==> src/secc_pkg.sv <==
// constants, types and the code-to-voltage map shared by both ends of the sideband link
// assumes a single 125 MHz clock on both ends
package secc_pkg;

   // clock
   localparam int CLK_MHZ          = 125;
   localparam int CLK_PERIOD_NS    = 8;

   // code debounce window 100..400 ns, 200 ns chosen; least time rounds up
   localparam int DEB_NS           = 200;
   localparam int DEB_CYC          = (DEB_NS + CLK_PERIOD_NS - 1) / CLK_PERIOD_NS;
   // least low time of the done pin and least hold time of a code combination
   localparam int DONE_MIN_NS      = 500;
   localparam int DONE_MIN_CYC     = (DONE_MIN_NS + CLK_PERIOD_NS - 1) / CLK_PERIOD_NS;
   localparam int HOLD_NS          = 500;
   localparam int HOLD_CYC         = (HOLD_NS + CLK_PERIOD_NS - 1) / CLK_PERIOD_NS;
   // rail ramp model; must stay below the 30 ms exit budget
   localparam int EXIT_MAX_MS      = 30;
   localparam int RAMP_US          = 1000;
   localparam int RAMP_CYC         = RAMP_US * CLK_MHZ;
   // core slew: one 12.5 mV code at 25 mV/ms gives one code per 500 us
   localparam int STEP_UV          = 12500;
   localparam int SLEW_MV_PER_MS   = 25;
   localparam int SLEW_STEP_US     = STEP_UV / SLEW_MV_PER_MS;
   localparam int SLEW_CYC         = SLEW_STEP_US * CLK_MHZ;
   // thermal shutdown budget, shared evenly between rails (longest time rounds down)
   localparam int TRIP_MS          = 500;
   localparam int N_REG            = 8;
   localparam int TRIP_STEP_CYC    = (TRIP_MS * 1000 * CLK_MHZ) / N_REG;

   // regulator indices
   localparam int RAIL_MAIN_IO     = 0;
   localparam int RAIL_MEMORY_IO   = 1;
   localparam int RAIL_ANALOG_CORE = 2;
   localparam int RAIL_ONE_EIGHT   = 3;
   localparam int RAIL_MEM_SUPPLY  = 4;
   localparam int N_CORE_STANDBY   = 4;
   localparam int N_COLD_BOOT      = 5;

   // per-rail standby-exit setting
   localparam int         EXIT_COPY_BIT   = 5;
   localparam logic [1:0] ACT_NONE        = 2'h0;
   localparam logic [1:0] ACT_ON          = 2'h1;
   localparam logic [1:0] ACT_OFF         = 2'h2;
   localparam logic [5:0] EXIT_CFG_CORE   = 6'h21;
   localparam logic [5:0] EXIT_CFG_OTHER  = 6'h00;

   // target select encodings
   localparam logic [1:0] SEL_INVALID     = 2'h0;
   localparam logic [1:0] SEL_CORE        = 2'h1;
   localparam logic [1:0] SEL_UNCORE      = 2'h2;
   localparam logic [1:0] SEL_UNUSED      = 2'h3;

   // code map, voltages in units of 0.1 mV
   localparam logic [6:0]  CODE_FLAT_MAX  = 7'h18;
   localparam logic [6:0]  CODE_LOW_MAX   = 7'h60;
   localparam logic [13:0] MV_X10_TOP     = 14'h2ee0;
   localparam logic [13:0] MV_X10_STEP    = 14'h007d;
   localparam logic [13:0] MV_X10_OFF     = 14'h0000;

   // device registers
   localparam logic [8:0] REG_CORE_IMG    = 9'h1c9;
   localparam logic [8:0] REG_UNCORE_IMG  = 9'h1ca;
   localparam logic [6:0] IMG_RST         = 7'h7f;

   // host controller registers (APB byte addresses) and fields
   localparam logic [7:0] HREG_CTRL       = 8'h00;
   localparam logic [7:0] HREG_CODE       = 8'h04;
   localparam logic [7:0] HREG_STAT       = 8'h08;
   localparam int CTRL_EXIT_BIT           = 0;
   localparam int CTRL_TRIP_BIT           = 1;
   localparam int CODE_SEL_LSB            = 8;
   localparam int STAT_DONE_BIT           = 0;
   localparam int STAT_BUSY_BIT           = 1;
   localparam int STAT_REFUSED_BIT        = 2;

   typedef enum logic [1:0] {
      SECC_RUN  = 2'b00,
      SECC_RAMP = 2'b01,
      SECC_TRIP = 2'b10,
      SECC_SHUT = 2'b11
   } secc_dev_state_t;

   function automatic logic [13:0] code_to_mv_x10(input logic [6:0] code);
      logic [13:0] drop;
      drop = 14'(code - CODE_FLAT_MAX) * MV_X10_STEP;
      if (code <= CODE_FLAT_MAX) begin
         return MV_X10_TOP;
      end else if (code <= CODE_LOW_MAX) begin
         return MV_X10_TOP - drop;
      end
      return MV_X10_OFF;
   endfunction

endpackage

==> src/secc_sideband_if.sv <==
// sideband pins between the power device and the cpu / hub controller
// assumes both ends share one clock; all pins are plain one-way levels
`timescale 1ns/1ps
interface secc_sideband_if;
   logic       standby_exit_in;
   logic       thermal_trip_n;
   logic [1:0] target_select;
   logic [6:0] voltage_code;
   logic       rail_change_done;

   modport dev (
      input  standby_exit_in,
      input  thermal_trip_n,
      input  target_select,
      input  voltage_code,
      output rail_change_done
   );

   modport host (
      output standby_exit_in,
      output thermal_trip_n,
      output target_select,
      output voltage_code,
      input  rail_change_done
   );
endinterface

==> src/secc_device.sv <==
// power device end: standby exit, thermal shutdown and voltage code decode
// assumes sideband pins are asynchronous; user side is on mclk_i
//
// Implementation choice: a plain register read port, address in and registered byte out.
`timescale 1ns/1ps
module secc_device #(
   parameter int N_REG         = secc_pkg::N_REG,
   parameter int RAMP_CYC      = secc_pkg::RAMP_CYC,
   parameter int SLEW_CYC      = secc_pkg::SLEW_CYC,
   parameter int TRIP_STEP_CYC = secc_pkg::TRIP_STEP_CYC,
   localparam int IDX_W        = $clog2(N_REG)
) (
   // clock and reset
   input  wire logic             mclk_i,
   input  wire logic             reset_n_i,
   // sideband pins
   secc_sideband_if.dev          sb,
   // standby-exit setting writes
   input  wire logic             cfg_we_i,
   input  wire logic [IDX_W-1:0] cfg_idx_i,
   input  wire logic [5:0]       cfg_data_i,
   // register-sourced codes and source select, bit 0 core, bit 1 uncore
   input  wire logic [1:0]       src_sel_i,
   input  wire logic [6:0]       sw_core_code_i,
   input  wire logic [6:0]       sw_uncore_code_i,
   // power-on event after thermal shutdown
   input  wire logic             power_on_event_i,
   // register read port
   input  wire logic [8:0]       reg_addr_i,
   output logic      [7:0]       reg_rdata_o,
   // rail state
   output logic      [N_REG-1:0] rail_en_o,
   output logic      [6:0]       core_code_o,
   output logic      [13:0]      core_mv_x10_o,
   output logic      [13:0]      uncore_mv_x10_o
);

   typedef struct packed {
      logic [10:0]                 s1;
      logic [10:0]                 s2;
      logic [10:0]                 s3;
      logic [10:0]                 filt;
      logic                        exit_prev;
      logic                        trip_prev;
      secc_pkg::secc_dev_state_t   st;
      logic [31:0]                 timer;
      logic [7:0]                  low_cnt;
      logic                        done;
      logic [N_REG-1:0]            en;
      logic [N_REG-1:0][5:0]       exit_cfg;
      logic [8:0]                  deb_val;
      logic [7:0]                  deb_cnt;
      logic                        deb_done;
      logic [6:0]                  core_img;
      logic [6:0]                  uncore_img;
      logic [6:0]                  core_cur;
      logic [31:0]                 slew_cnt;
      logic [IDX_W-1:0]            trip_idx;
      logic [7:0]                  rdata;
      logic [13:0]                 core_mv;
      logic [13:0]                 uncore_mv;
   } dev_state_t;

   // sync vector: exit, trip_n, select, code
   localparam logic [10:0] SYNC_RST = 11'h200;

   dev_state_t q;
   dev_state_t n;

   function automatic logic [N_REG-1:0] exit_apply(input logic [N_REG-1:0] old_en,
                                                   input logic [N_REG-1:0][5:0] cfg);
      logic [N_REG-1:0] e;
      e = old_en;
      for (int i = 0; i < N_REG; i++) begin
         if (cfg[i][secc_pkg::EXIT_COPY_BIT]) begin
            if (cfg[i][1:0] == secc_pkg::ACT_ON) begin
               e[i] = 1'b1;
            end else if (cfg[i][1:0] == secc_pkg::ACT_OFF) begin
               e[i] = 1'b0;
            end
         end
      end
      if (!old_en[secc_pkg::RAIL_ANALOG_CORE] && !e[secc_pkg::RAIL_MEM_SUPPLY]) begin
         e[secc_pkg::RAIL_ANALOG_CORE] = 1'b0;
      end
      return e;
   endfunction

   function automatic logic [N_REG-1:0] cold_boot_en();
      logic [N_REG-1:0] e;
      e = '0;
      for (int i = 0; i < secc_pkg::N_COLD_BOOT; i++) begin
         e[i] = 1'b1;
      end
      return e;
   endfunction

   logic             exit_f;
   logic             trip_f;
   logic             exit_rise;
   logic             trip_go;
   logic [N_REG-1:0] new_en;
   logic [6:0]       core_tgt;
   logic [6:0]       uncore_set;

   always_comb begin
      n = q;
      n.s1 = {sb.standby_exit_in, sb.thermal_trip_n, sb.target_select, sb.voltage_code};
      n.s2 = q.s1;
      n.s3 = q.s2;
      n.filt = (q.s3 & ~(q.s2 ^ q.s3)) | (q.filt & (q.s2 ^ q.s3));
      exit_f = q.filt[10];
      trip_f = q.filt[9];
      n.exit_prev = exit_f;
      n.trip_prev = trip_f;
      exit_rise = exit_f & ~q.exit_prev;
      trip_go = q.trip_prev & ~trip_f & q.en[secc_pkg::RAIL_MAIN_IO]
                & ((q.st == secc_pkg::SECC_RUN) | (q.st == secc_pkg::SECC_RAMP));
      new_en = exit_apply(q.en, q.exit_cfg);

      if (cfg_we_i && (32'(cfg_idx_i) < N_REG)) begin
         n.exit_cfg[cfg_idx_i] = cfg_data_i;
      end

      n.timer = q.timer + 32'h1;
      unique case (q.st)
         secc_pkg::SECC_RUN: begin
            if (trip_go) begin
               n.st       = secc_pkg::SECC_TRIP;
               n.timer    = '0;
               n.trip_idx = IDX_W'(N_REG - 1);
            end else if (exit_rise) begin
               n.en    = new_en;
               n.timer = '0;
               // only rails that switch on need a ramp
               n.st    = |(new_en & ~q.en) ? secc_pkg::SECC_RAMP : secc_pkg::SECC_RUN;
            end
         end
         secc_pkg::SECC_RAMP: begin
            if (trip_go) begin
               n.st       = secc_pkg::SECC_TRIP;
               n.timer    = '0;
               n.trip_idx = IDX_W'(N_REG - 1);
            end else if (q.timer >= 32'(RAMP_CYC - 1)) begin
               n.st = secc_pkg::SECC_RUN;
            end
         end
         secc_pkg::SECC_TRIP: begin
            if (q.timer >= 32'(TRIP_STEP_CYC - 1)) begin
               n.en[q.trip_idx] = 1'b0;
               n.timer = '0;
               if (q.trip_idx == '0) begin
                  n.st = secc_pkg::SECC_SHUT;
               end else begin
                  n.trip_idx = q.trip_idx - IDX_W'(1);
               end
            end
         end
         secc_pkg::SECC_SHUT: begin
            if (power_on_event_i) begin
               n.en    = cold_boot_en();
               n.timer = '0;
               n.st    = secc_pkg::SECC_RAMP;
            end
         end
      endcase

      // done pin: low through exit and ramp, and never shorter than the least low time
      if (exit_rise) begin
         n.low_cnt = '0;
      end else if (q.low_cnt < 8'(secc_pkg::DONE_MIN_CYC)) begin
         n.low_cnt = q.low_cnt + 8'h01;
      end
      n.done = ~exit_f & (q.st != secc_pkg::SECC_RAMP) & (q.low_cnt == 8'(secc_pkg::DONE_MIN_CYC));

      // code and select are debounced as one word
      if (q.filt[8:0] != q.deb_val) begin
         n.deb_val  = q.filt[8:0];
         n.deb_cnt  = '0;
         n.deb_done = 1'b0;
      end else if (q.deb_cnt < 8'(secc_pkg::DEB_CYC)) begin
         n.deb_cnt = q.deb_cnt + 8'h01;
      end else if (!q.deb_done) begin
         n.deb_done = 1'b1;
         if (q.en[secc_pkg::RAIL_MAIN_IO]) begin
            unique case (q.deb_val[8:7])
               secc_pkg::SEL_CORE:   n.core_img   = q.deb_val[6:0];
               secc_pkg::SEL_UNCORE: n.uncore_img = q.deb_val[6:0];
               default: ;
            endcase
         end
      end

      core_tgt   = src_sel_i[0] ? sw_core_code_i : q.core_img;
      uncore_set = src_sel_i[1] ? sw_uncore_code_i : q.uncore_img;
      // one code per step period bounds the slew; a new target waits a full period only if the core sat at its old target
      if (q.core_cur == core_tgt) begin
         n.slew_cnt = '0;
      end else if (q.slew_cnt >= 32'(SLEW_CYC - 1)) begin
         n.slew_cnt = '0;
         n.core_cur = (core_tgt > q.core_cur) ? q.core_cur + 7'h01 : q.core_cur - 7'h01;
      end else begin
         n.slew_cnt = q.slew_cnt + 32'h1;
      end
      n.core_mv   = secc_pkg::code_to_mv_x10(q.core_cur);
      n.uncore_mv = secc_pkg::code_to_mv_x10(uncore_set);

      unique case (reg_addr_i)
         secc_pkg::REG_CORE_IMG:   n.rdata = {1'b0, q.core_img};
         secc_pkg::REG_UNCORE_IMG: n.rdata = {1'b0, q.uncore_img};
         default:                  n.rdata = 8'h00;
      endcase
   end

   always_ff @(posedge mclk_i or negedge reset_n_i) begin
      if (!reset_n_i) begin
         q            <= '0;
         q.s1         <= SYNC_RST;
         q.s2         <= SYNC_RST;
         q.s3         <= SYNC_RST;
         q.filt       <= SYNC_RST;
         q.trip_prev  <= 1'b1;
         q.st         <= secc_pkg::SECC_RUN;
         q.done       <= 1'b1;
         q.low_cnt    <= 8'(secc_pkg::DONE_MIN_CYC);
         q.en         <= cold_boot_en();
         q.deb_val    <= SYNC_RST[8:0];
         q.deb_done   <= 1'b1;
         q.core_img   <= secc_pkg::IMG_RST;
         q.uncore_img <= secc_pkg::IMG_RST;
         q.core_cur   <= secc_pkg::IMG_RST;
         for (int i = 0; i < N_REG; i++) begin
            q.exit_cfg[i] <= (i < secc_pkg::N_CORE_STANDBY) ? secc_pkg::EXIT_CFG_CORE
                                                             : secc_pkg::EXIT_CFG_OTHER;
         end
      end else begin
         q <= n;
      end
   end

   assign sb.rail_change_done = q.done;
   assign reg_rdata_o         = q.rdata;
   assign rail_en_o           = q.en;
   assign core_code_o         = q.core_cur;
   assign core_mv_x10_o       = q.core_mv;
   assign uncore_mv_x10_o     = q.uncore_mv;

endmodule

==> src/flat_wrapper.sv <==
// flat-port wrapper written by rule: the top's interface ports become plain ports
module secc_device_flat 
#(
   parameter int N_REG         = secc_pkg::N_REG,
   parameter int RAMP_CYC      = secc_pkg::RAMP_CYC,
   parameter int SLEW_CYC      = secc_pkg::SLEW_CYC,
   parameter int TRIP_STEP_CYC = secc_pkg::TRIP_STEP_CYC,
   localparam int IDX_W        = $clog2(N_REG)
)
  (mclk_i, reset_n_i, cfg_we_i, cfg_idx_i, cfg_data_i, src_sel_i, sw_core_code_i, sw_uncore_code_i, power_on_event_i, reg_addr_i, reg_rdata_o, rail_en_o, core_code_o, core_mv_x10_o, uncore_mv_x10_o, sb_standby_exit_in, sb_thermal_trip_n, sb_target_select, sb_voltage_code, sb_rail_change_done);
  secc_sideband_if sb_i ();
  input  wire logic mclk_i;
  input  wire logic reset_n_i;
  input  wire logic cfg_we_i;
  input  wire logic [IDX_W-1:0] cfg_idx_i;
  input  wire logic [5:0] cfg_data_i;
  input  wire logic [1:0] src_sel_i;
  input  wire logic [6:0] sw_core_code_i;
  input  wire logic [6:0] sw_uncore_code_i;
  input  wire logic power_on_event_i;
  input  wire logic [8:0] reg_addr_i;
  output logic      [7:0] reg_rdata_o;
  output logic      [N_REG-1:0] rail_en_o;
  output logic      [6:0] core_code_o;
  output logic      [13:0] core_mv_x10_o;
  output logic      [13:0] uncore_mv_x10_o;
  input wire logic [$bits(sb_i.standby_exit_in)-1:0] sb_standby_exit_in;
  input wire logic [$bits(sb_i.thermal_trip_n)-1:0] sb_thermal_trip_n;
  input wire logic [$bits(sb_i.target_select)-1:0] sb_target_select;
  input wire logic [$bits(sb_i.voltage_code)-1:0] sb_voltage_code;
  output wire logic [$bits(sb_i.rail_change_done)-1:0] sb_rail_change_done;
  assign sb_i.standby_exit_in = sb_standby_exit_in;
  assign sb_i.thermal_trip_n = sb_thermal_trip_n;
  assign sb_i.target_select = sb_target_select;
  assign sb_i.voltage_code = sb_voltage_code;
  assign sb_rail_change_done = sb_i.rail_change_done;
  secc_device #(.N_REG(N_REG), .RAMP_CYC(RAMP_CYC), .SLEW_CYC(SLEW_CYC), .TRIP_STEP_CYC(TRIP_STEP_CYC)) u_core (.mclk_i(mclk_i), .reset_n_i(reset_n_i), .sb(sb_i), .cfg_we_i(cfg_we_i), .cfg_idx_i(cfg_idx_i), .cfg_data_i(cfg_data_i), .src_sel_i(src_sel_i), .sw_core_code_i(sw_core_code_i), .sw_uncore_code_i(sw_uncore_code_i), .power_on_event_i(power_on_event_i), .reg_addr_i(reg_addr_i), .reg_rdata_o(reg_rdata_o), .rail_en_o(rail_en_o), .core_code_o(core_code_o), .core_mv_x10_o(core_mv_x10_o), .uncore_mv_x10_o(uncore_mv_x10_o));
endmodule
==> config.mk <==
export PLATFORM = sky130hd
export DESIGN_NAME = secc_device_flat
export DESIGN_NICKNAME = d
export VERILOG_FILES = /design/src/secc_pkg.sv /design/src/secc_sideband_if.sv /design/src/secc_device.sv /design/src/flat_wrapper.sv
export SDC_FILE = /design/constraint.sdc
export NUM_CORES = 1
export LEC_CHECK = 0
export BUFFER_PORTS_ARGS = -buffer_cell sky130_fd_sc_hd__buf_2
export CORE_MARGIN = 2
export CORE_UTILIZATION = 51
export CTS_BUF_LIST = sky130_fd_sc_hd__clkbuf_4 sky130_fd_sc_hd__clkbuf_8
export DETAILED_ROUTE_END_ITERATION = 10
export GPL_TIMING_DRIVEN = 0
export PLACE_DENSITY = 0.78
export SLEW_MARGIN = 20
export SYNTH_ARGS = -nofsm -noshare
export SYNTH_HDL_FRONTEND = slang
export SYNTH_SLANG_ARGS = --single-unit
==> constraint.sdc <==
create_clock -name mclk_i -period 7.3 [get_ports mclk_i]
set_input_delay 0.73 -clock mclk_i [delete_from_list [all_inputs] [get_ports mclk_i]]
set_output_delay 0.73 -clock mclk_i [all_outputs]
set_load 0.05 [all_outputs]
# [Yosys cells after proc, flatten, opt, wreduce, memory -nomap -nowiden]
# Cells that the tools add are included.
[totals] inputBits=49 ff_bits=254 out_inout_bits=52
[classes] reduce_logical=19 bitwise=23 multipliers=2 n_lt_le_gt_ge=14 n_mux=74 eq_ne=37 add_sub_neg=11
[op_table] operator="$mux 34" count=4
[op_table] operator="$pmux 34 s4" count=1
[op_table] operator="$mux 14" count=8
[op_table] operator="$mux 32" count=3
[op_table] operator="$add 32x1->32 const B" count=2
[op_table] operator="$mux 8" count=7
[op_table] operator="$bwmux 48" count=1
[op_table] operator="$mux 7" count=5
[op_table] operator="$ge 32x16->1 const B" count=1
[op_table] operator="$ge 32x17->1 const B" count=1
[op_table] operator="$ge 32x23->1 const B" count=1
[op_table] operator="$mux 1" count=31
[op_table] operator="$mul 14x7->14 const B" count=2
[op_table] operator="$sub 14x14->14 const A" count=2
[op_table] operator="$pmux 8 s3" count=1
[op_table] operator="$and 11x11->11" count=2
[op_table] operator="$eq 2x2->1 const B" count=11
[op_table] operator="$eq 2x1->1 const B" count=10
[op_table] operator="$reduce_and 5->1" count=4
[op_table] operator="$demux 6 s3" count=1
[op_table] operator="$eq 9x9->1 const B" count=2
[op_table] operator="$add 8x1->8 const B" count=2
[op_table] operator="$and 8x8->8" count=2
[op_table] operator="$not 8->8" count=2
[op_table] operator="other kinds (42)" count=74

# [Logic depth before layout (Yosys ltp)]
[logic_depth] ltp_word=13 mapped_depth=21 mapped_depth_nobuf=20

# [Worst setup path before layout]
# No wires, ideal clock.
[synth_path] path_kind="input port to flip-flop" from="input src_sel_i[1]" to="register u_core.q, in the netlist u_core.uncore_mv_x10_o[12]" setup_slack_ns=1.394 required_ns=7.175 arrival_time_ns=5.780 stages=20 n_path_buf=2 path_cell_list="clkbuf_1 clkbuf_1 mux2_2 ha_1 xor2_1 inv_1 ha_1 fa_1 inv_1 fa_1 inv_1 fa_1 inv_1 ha_1 or3_1 o21ai_0 a31oi_1 a31oi_1 xor2_1 nor2_1"
[synth_rtl] item="start, declared" line="flat_wrapper.sv:17" source="input wire logic [1:0] src_sel_i;"
[synth_rtl] item="end signal, assigned" line="secc_device.sv:237" source="q <= n;"
[synth_rtl] item="end, declared" line="secc_device.sv:67" source="dev_state_t q;"

==> reports/qor.csv <==
stage;metric;value;unit
run_status;status;finished clean;
hold_path;Hold Crit Class;in2async;
grt;largest net degree at the start of global routing;89;
cts;CTS tree;built;
place;RePlAce Congestion;0.852;
synthesis;Netlist cell types;65;
place;pre-CTS setup slack;0.676;ns
cts;Clock Sinks;230;
synthesis;sequential-to-total area share from yosys stat;0.439;
grt;vias in the first global route;9071;
cts;setup bufs post-CTS;0;
timing;Slew HR;0.435;
die;die area;27300;µm²
timing;actual slew at the worst max-slew pin;0.845;ns
cts;CTS max path bufs;3;
die;Initial Util;0.514;
cts;Root Buffer;clkbuf_8;
timing;Tmin final;6.14;ns
timing;final hold vios;0;
detailed_routing;final antenna-violating net count;0;
synthesis;Mapped Cells;1257;
die;die height;165;µm
cells_and_area;layout cells sized above 1;0.226;
detailed_routing;wire length per cell;14.1;µm
cells_and_area;most frequent cells in the layout;183 x dfrtp_1, 142 x inv_1, 115 x nor2_1, 96 x ha_1, 93 x buf_2;
synthesis;mapped cell area;13300;µm²
cts;H-Tree Depth;2;
place;DP Area;14300;µm²
detailed_routing;Routed WL;25000;µm
cts;Worst-path clk slew;0.06;ns
grt;Total Routing Usage GR;0.192;
critical_path;Worst Setup End Kind;register;
cells_and_area;fin area;15200;µm²
die;cell row count;59;
cells_and_area;most common cell after layout, fill and taps aside;dfrtp_1;
timing;Slew Viols, Final;0;
cts;worst skew pair latency;0.54;ns
synthesis;top_reg_cell synth;dfrtp_1;
cells_and_area;ant diodes;0;
critical_path;Crit Path Category;in2reg;
detailed_routing;Pre-antenna DRT Iters;5;
detailed_routing;initial drt markers;385;
timing;endpoints failing setup;0;
timing;Setup TNS;0;ns
synthesis;Async S/R FF share, synth;1.00;
cells_and_area;Fillers;2118;
detailed_routing;number of remaining DRC errors;0;
grt;initial antenna violation count;0;
detailed_routing;Via density;5.13;
cells_and_area;Total Nets Final;1600;
die;IO Count;101;
cts;CTS Hold Bufs;0;
die;core area;25800;µm²
place;PortBufs;94;
synthesis;number of flops mapped to enable cells by yosys;0;
die;Die W;165;µm
synthesis;syn avg cell area;10.5;µm²
critical_path;CP max FO;10;
critical_path;CP startpoint kind;input port;
cells_and_area;final core utilization;0.589;
detailed_routing;vias;9108;
timing;final period utilization;0.841;
grt;first-pass GRT wire length;42500;µm
cells_and_area;Area Growth Syn to Fin;14.5;%
place;HPWL Detailed;18500;µm
synthesis;Yosys warning count;0;
critical_path;critical path data required time;7.74;ns
cts;post-cts sizing count;0;
timing;fmax;163;MHz
run;Max Cap Viol;0;
timing;RSZ-0062 raised after global routing;false;
synthesis;flops & latches, synth;230;
grt;Remaining Overflow, GRT;0;
cts;total CTS buffers;41;
critical_path;Worst Path Arrival;6.57;ns
timing;setup ws final;1.16;ns
timing;Setup Skew;0.0264;ns
[layout make-up]
type	instances	area (µm²)	share of cell area
multi-input combinational	823	6490	0.427
sequential	230	5810	0.383
timing repair buffer	96	536	0.0353
buffer	78	484	0.0319
tap	335	419	0.0276
clock inverter	6	55.1	0.00363
clock buffer	67	847	0.0558
inverter	142	533	0.0351
[worst max-delay path, cell delays in order]
cell and delay [ns]:
clkbuf_1 0.33, clkbuf_1 0.49, mux2_2 0.50, ha_1 0.25, xor2_1 0.60, inv_1 0.11, ha_1 0.37, fa_1 0.54
inv_1 0.05, fa_1 0.52, inv_1 0.05, fa_1 0.52, inv_1 0.04, ha_1 0.34, a21oi_1 0.11, a21boi_0 0.15
a21boi_0 0.28, o211ai_1 0.18, and3_1 0.21, o31ai_1 0.19
[cells by family after synthesis]
family / after synthesis / synth area share
compound gates: 174 / 0.0837
xor+xnor: 96 / 0.0634
fa+ha+maj: 150 / 0.164
buf+inv: 220 / 0.0768
flops: 230 / 0.439
mux: 54 / 0.0448
other cells: 1 / 0.000283
simple gates: 332 / 0.128
[path summary, 6_finish.rpt]
| path | cells past startpoint | slack, ns | startpoint | end |
|---|---|---|---|---|
| max in group asynchronous | 2 | 6.22 | reset_n_i | u_core.core_code_o[6] |
| worst min register to register | 0 | 0.34 | u_core.n[240] | u_core.n[229] |
| min in group mclk_i | 1 | 0.30 | sb_voltage_code[5] | u_core.n[238] |
| worst max register to register | 20 | 1.50 | u_core.q[82] | u_core.uncore_mv_x10_o[13] |
| worst max-delay path | 20 | 1.16 | src_sel_i[1] | u_core.uncore_mv_x10_o[13] |
| worst min-delay path | 1 | 0.20 | reset_n_i | u_core.core_mv_x10_o[10] |
[flip-flops by register name, indices dropped and copies added, names as in the netlist, named ones only]
signal	cells
u_core.uncore_mv_x10_o	14
u_core.n	22
u_core.reg_rdata_o	7
u_core.core_mv_x10_o	14
u_core.rail_en_o	8
u_core.q	146
u_core.core_code_o	7
u_core.sb.rail_change_done	1
[synthesized netlist by cell type, types with 43 or more instances]
cell,count,share of area
buf_4,51,0.029
dfrtp_1,183,0.35
dfstp_2,47,0.093
fa_1,43,0.065
ha_1,96,0.091
inv_1,142,0.040
mux2_2,43,0.037
nand2_1,54,0.015
nor2_1,115,0.033
o21ai_0,47,0.018
xnor2_1,45,0.030
xor2_1,51,0.034
[layer usage]
layer / share of wire / track usage / up-vias
li1: - / - / 4484
met1: 0.45 / 0.253 / 4371
met2: 0.48 / 0.325 / 212
met3: 0.054 / 0.0355 / 41
met4: 0.016 / 0.0534 / 0
met5: 0 / 0 / -
[metrics by stage]
stage	hold slack (ns)	cells
after CTS	0.198	1777
after global placement	0.335	1702
final	0.198	1777
after global routing	0.238	1777
after floorplan	0.331	1273
after detailed placement	0.335	1704
Power is left out: the tool's default activity adds up to more than one toggle a clock period on the data nets, which glitch-free logic cannot reach.
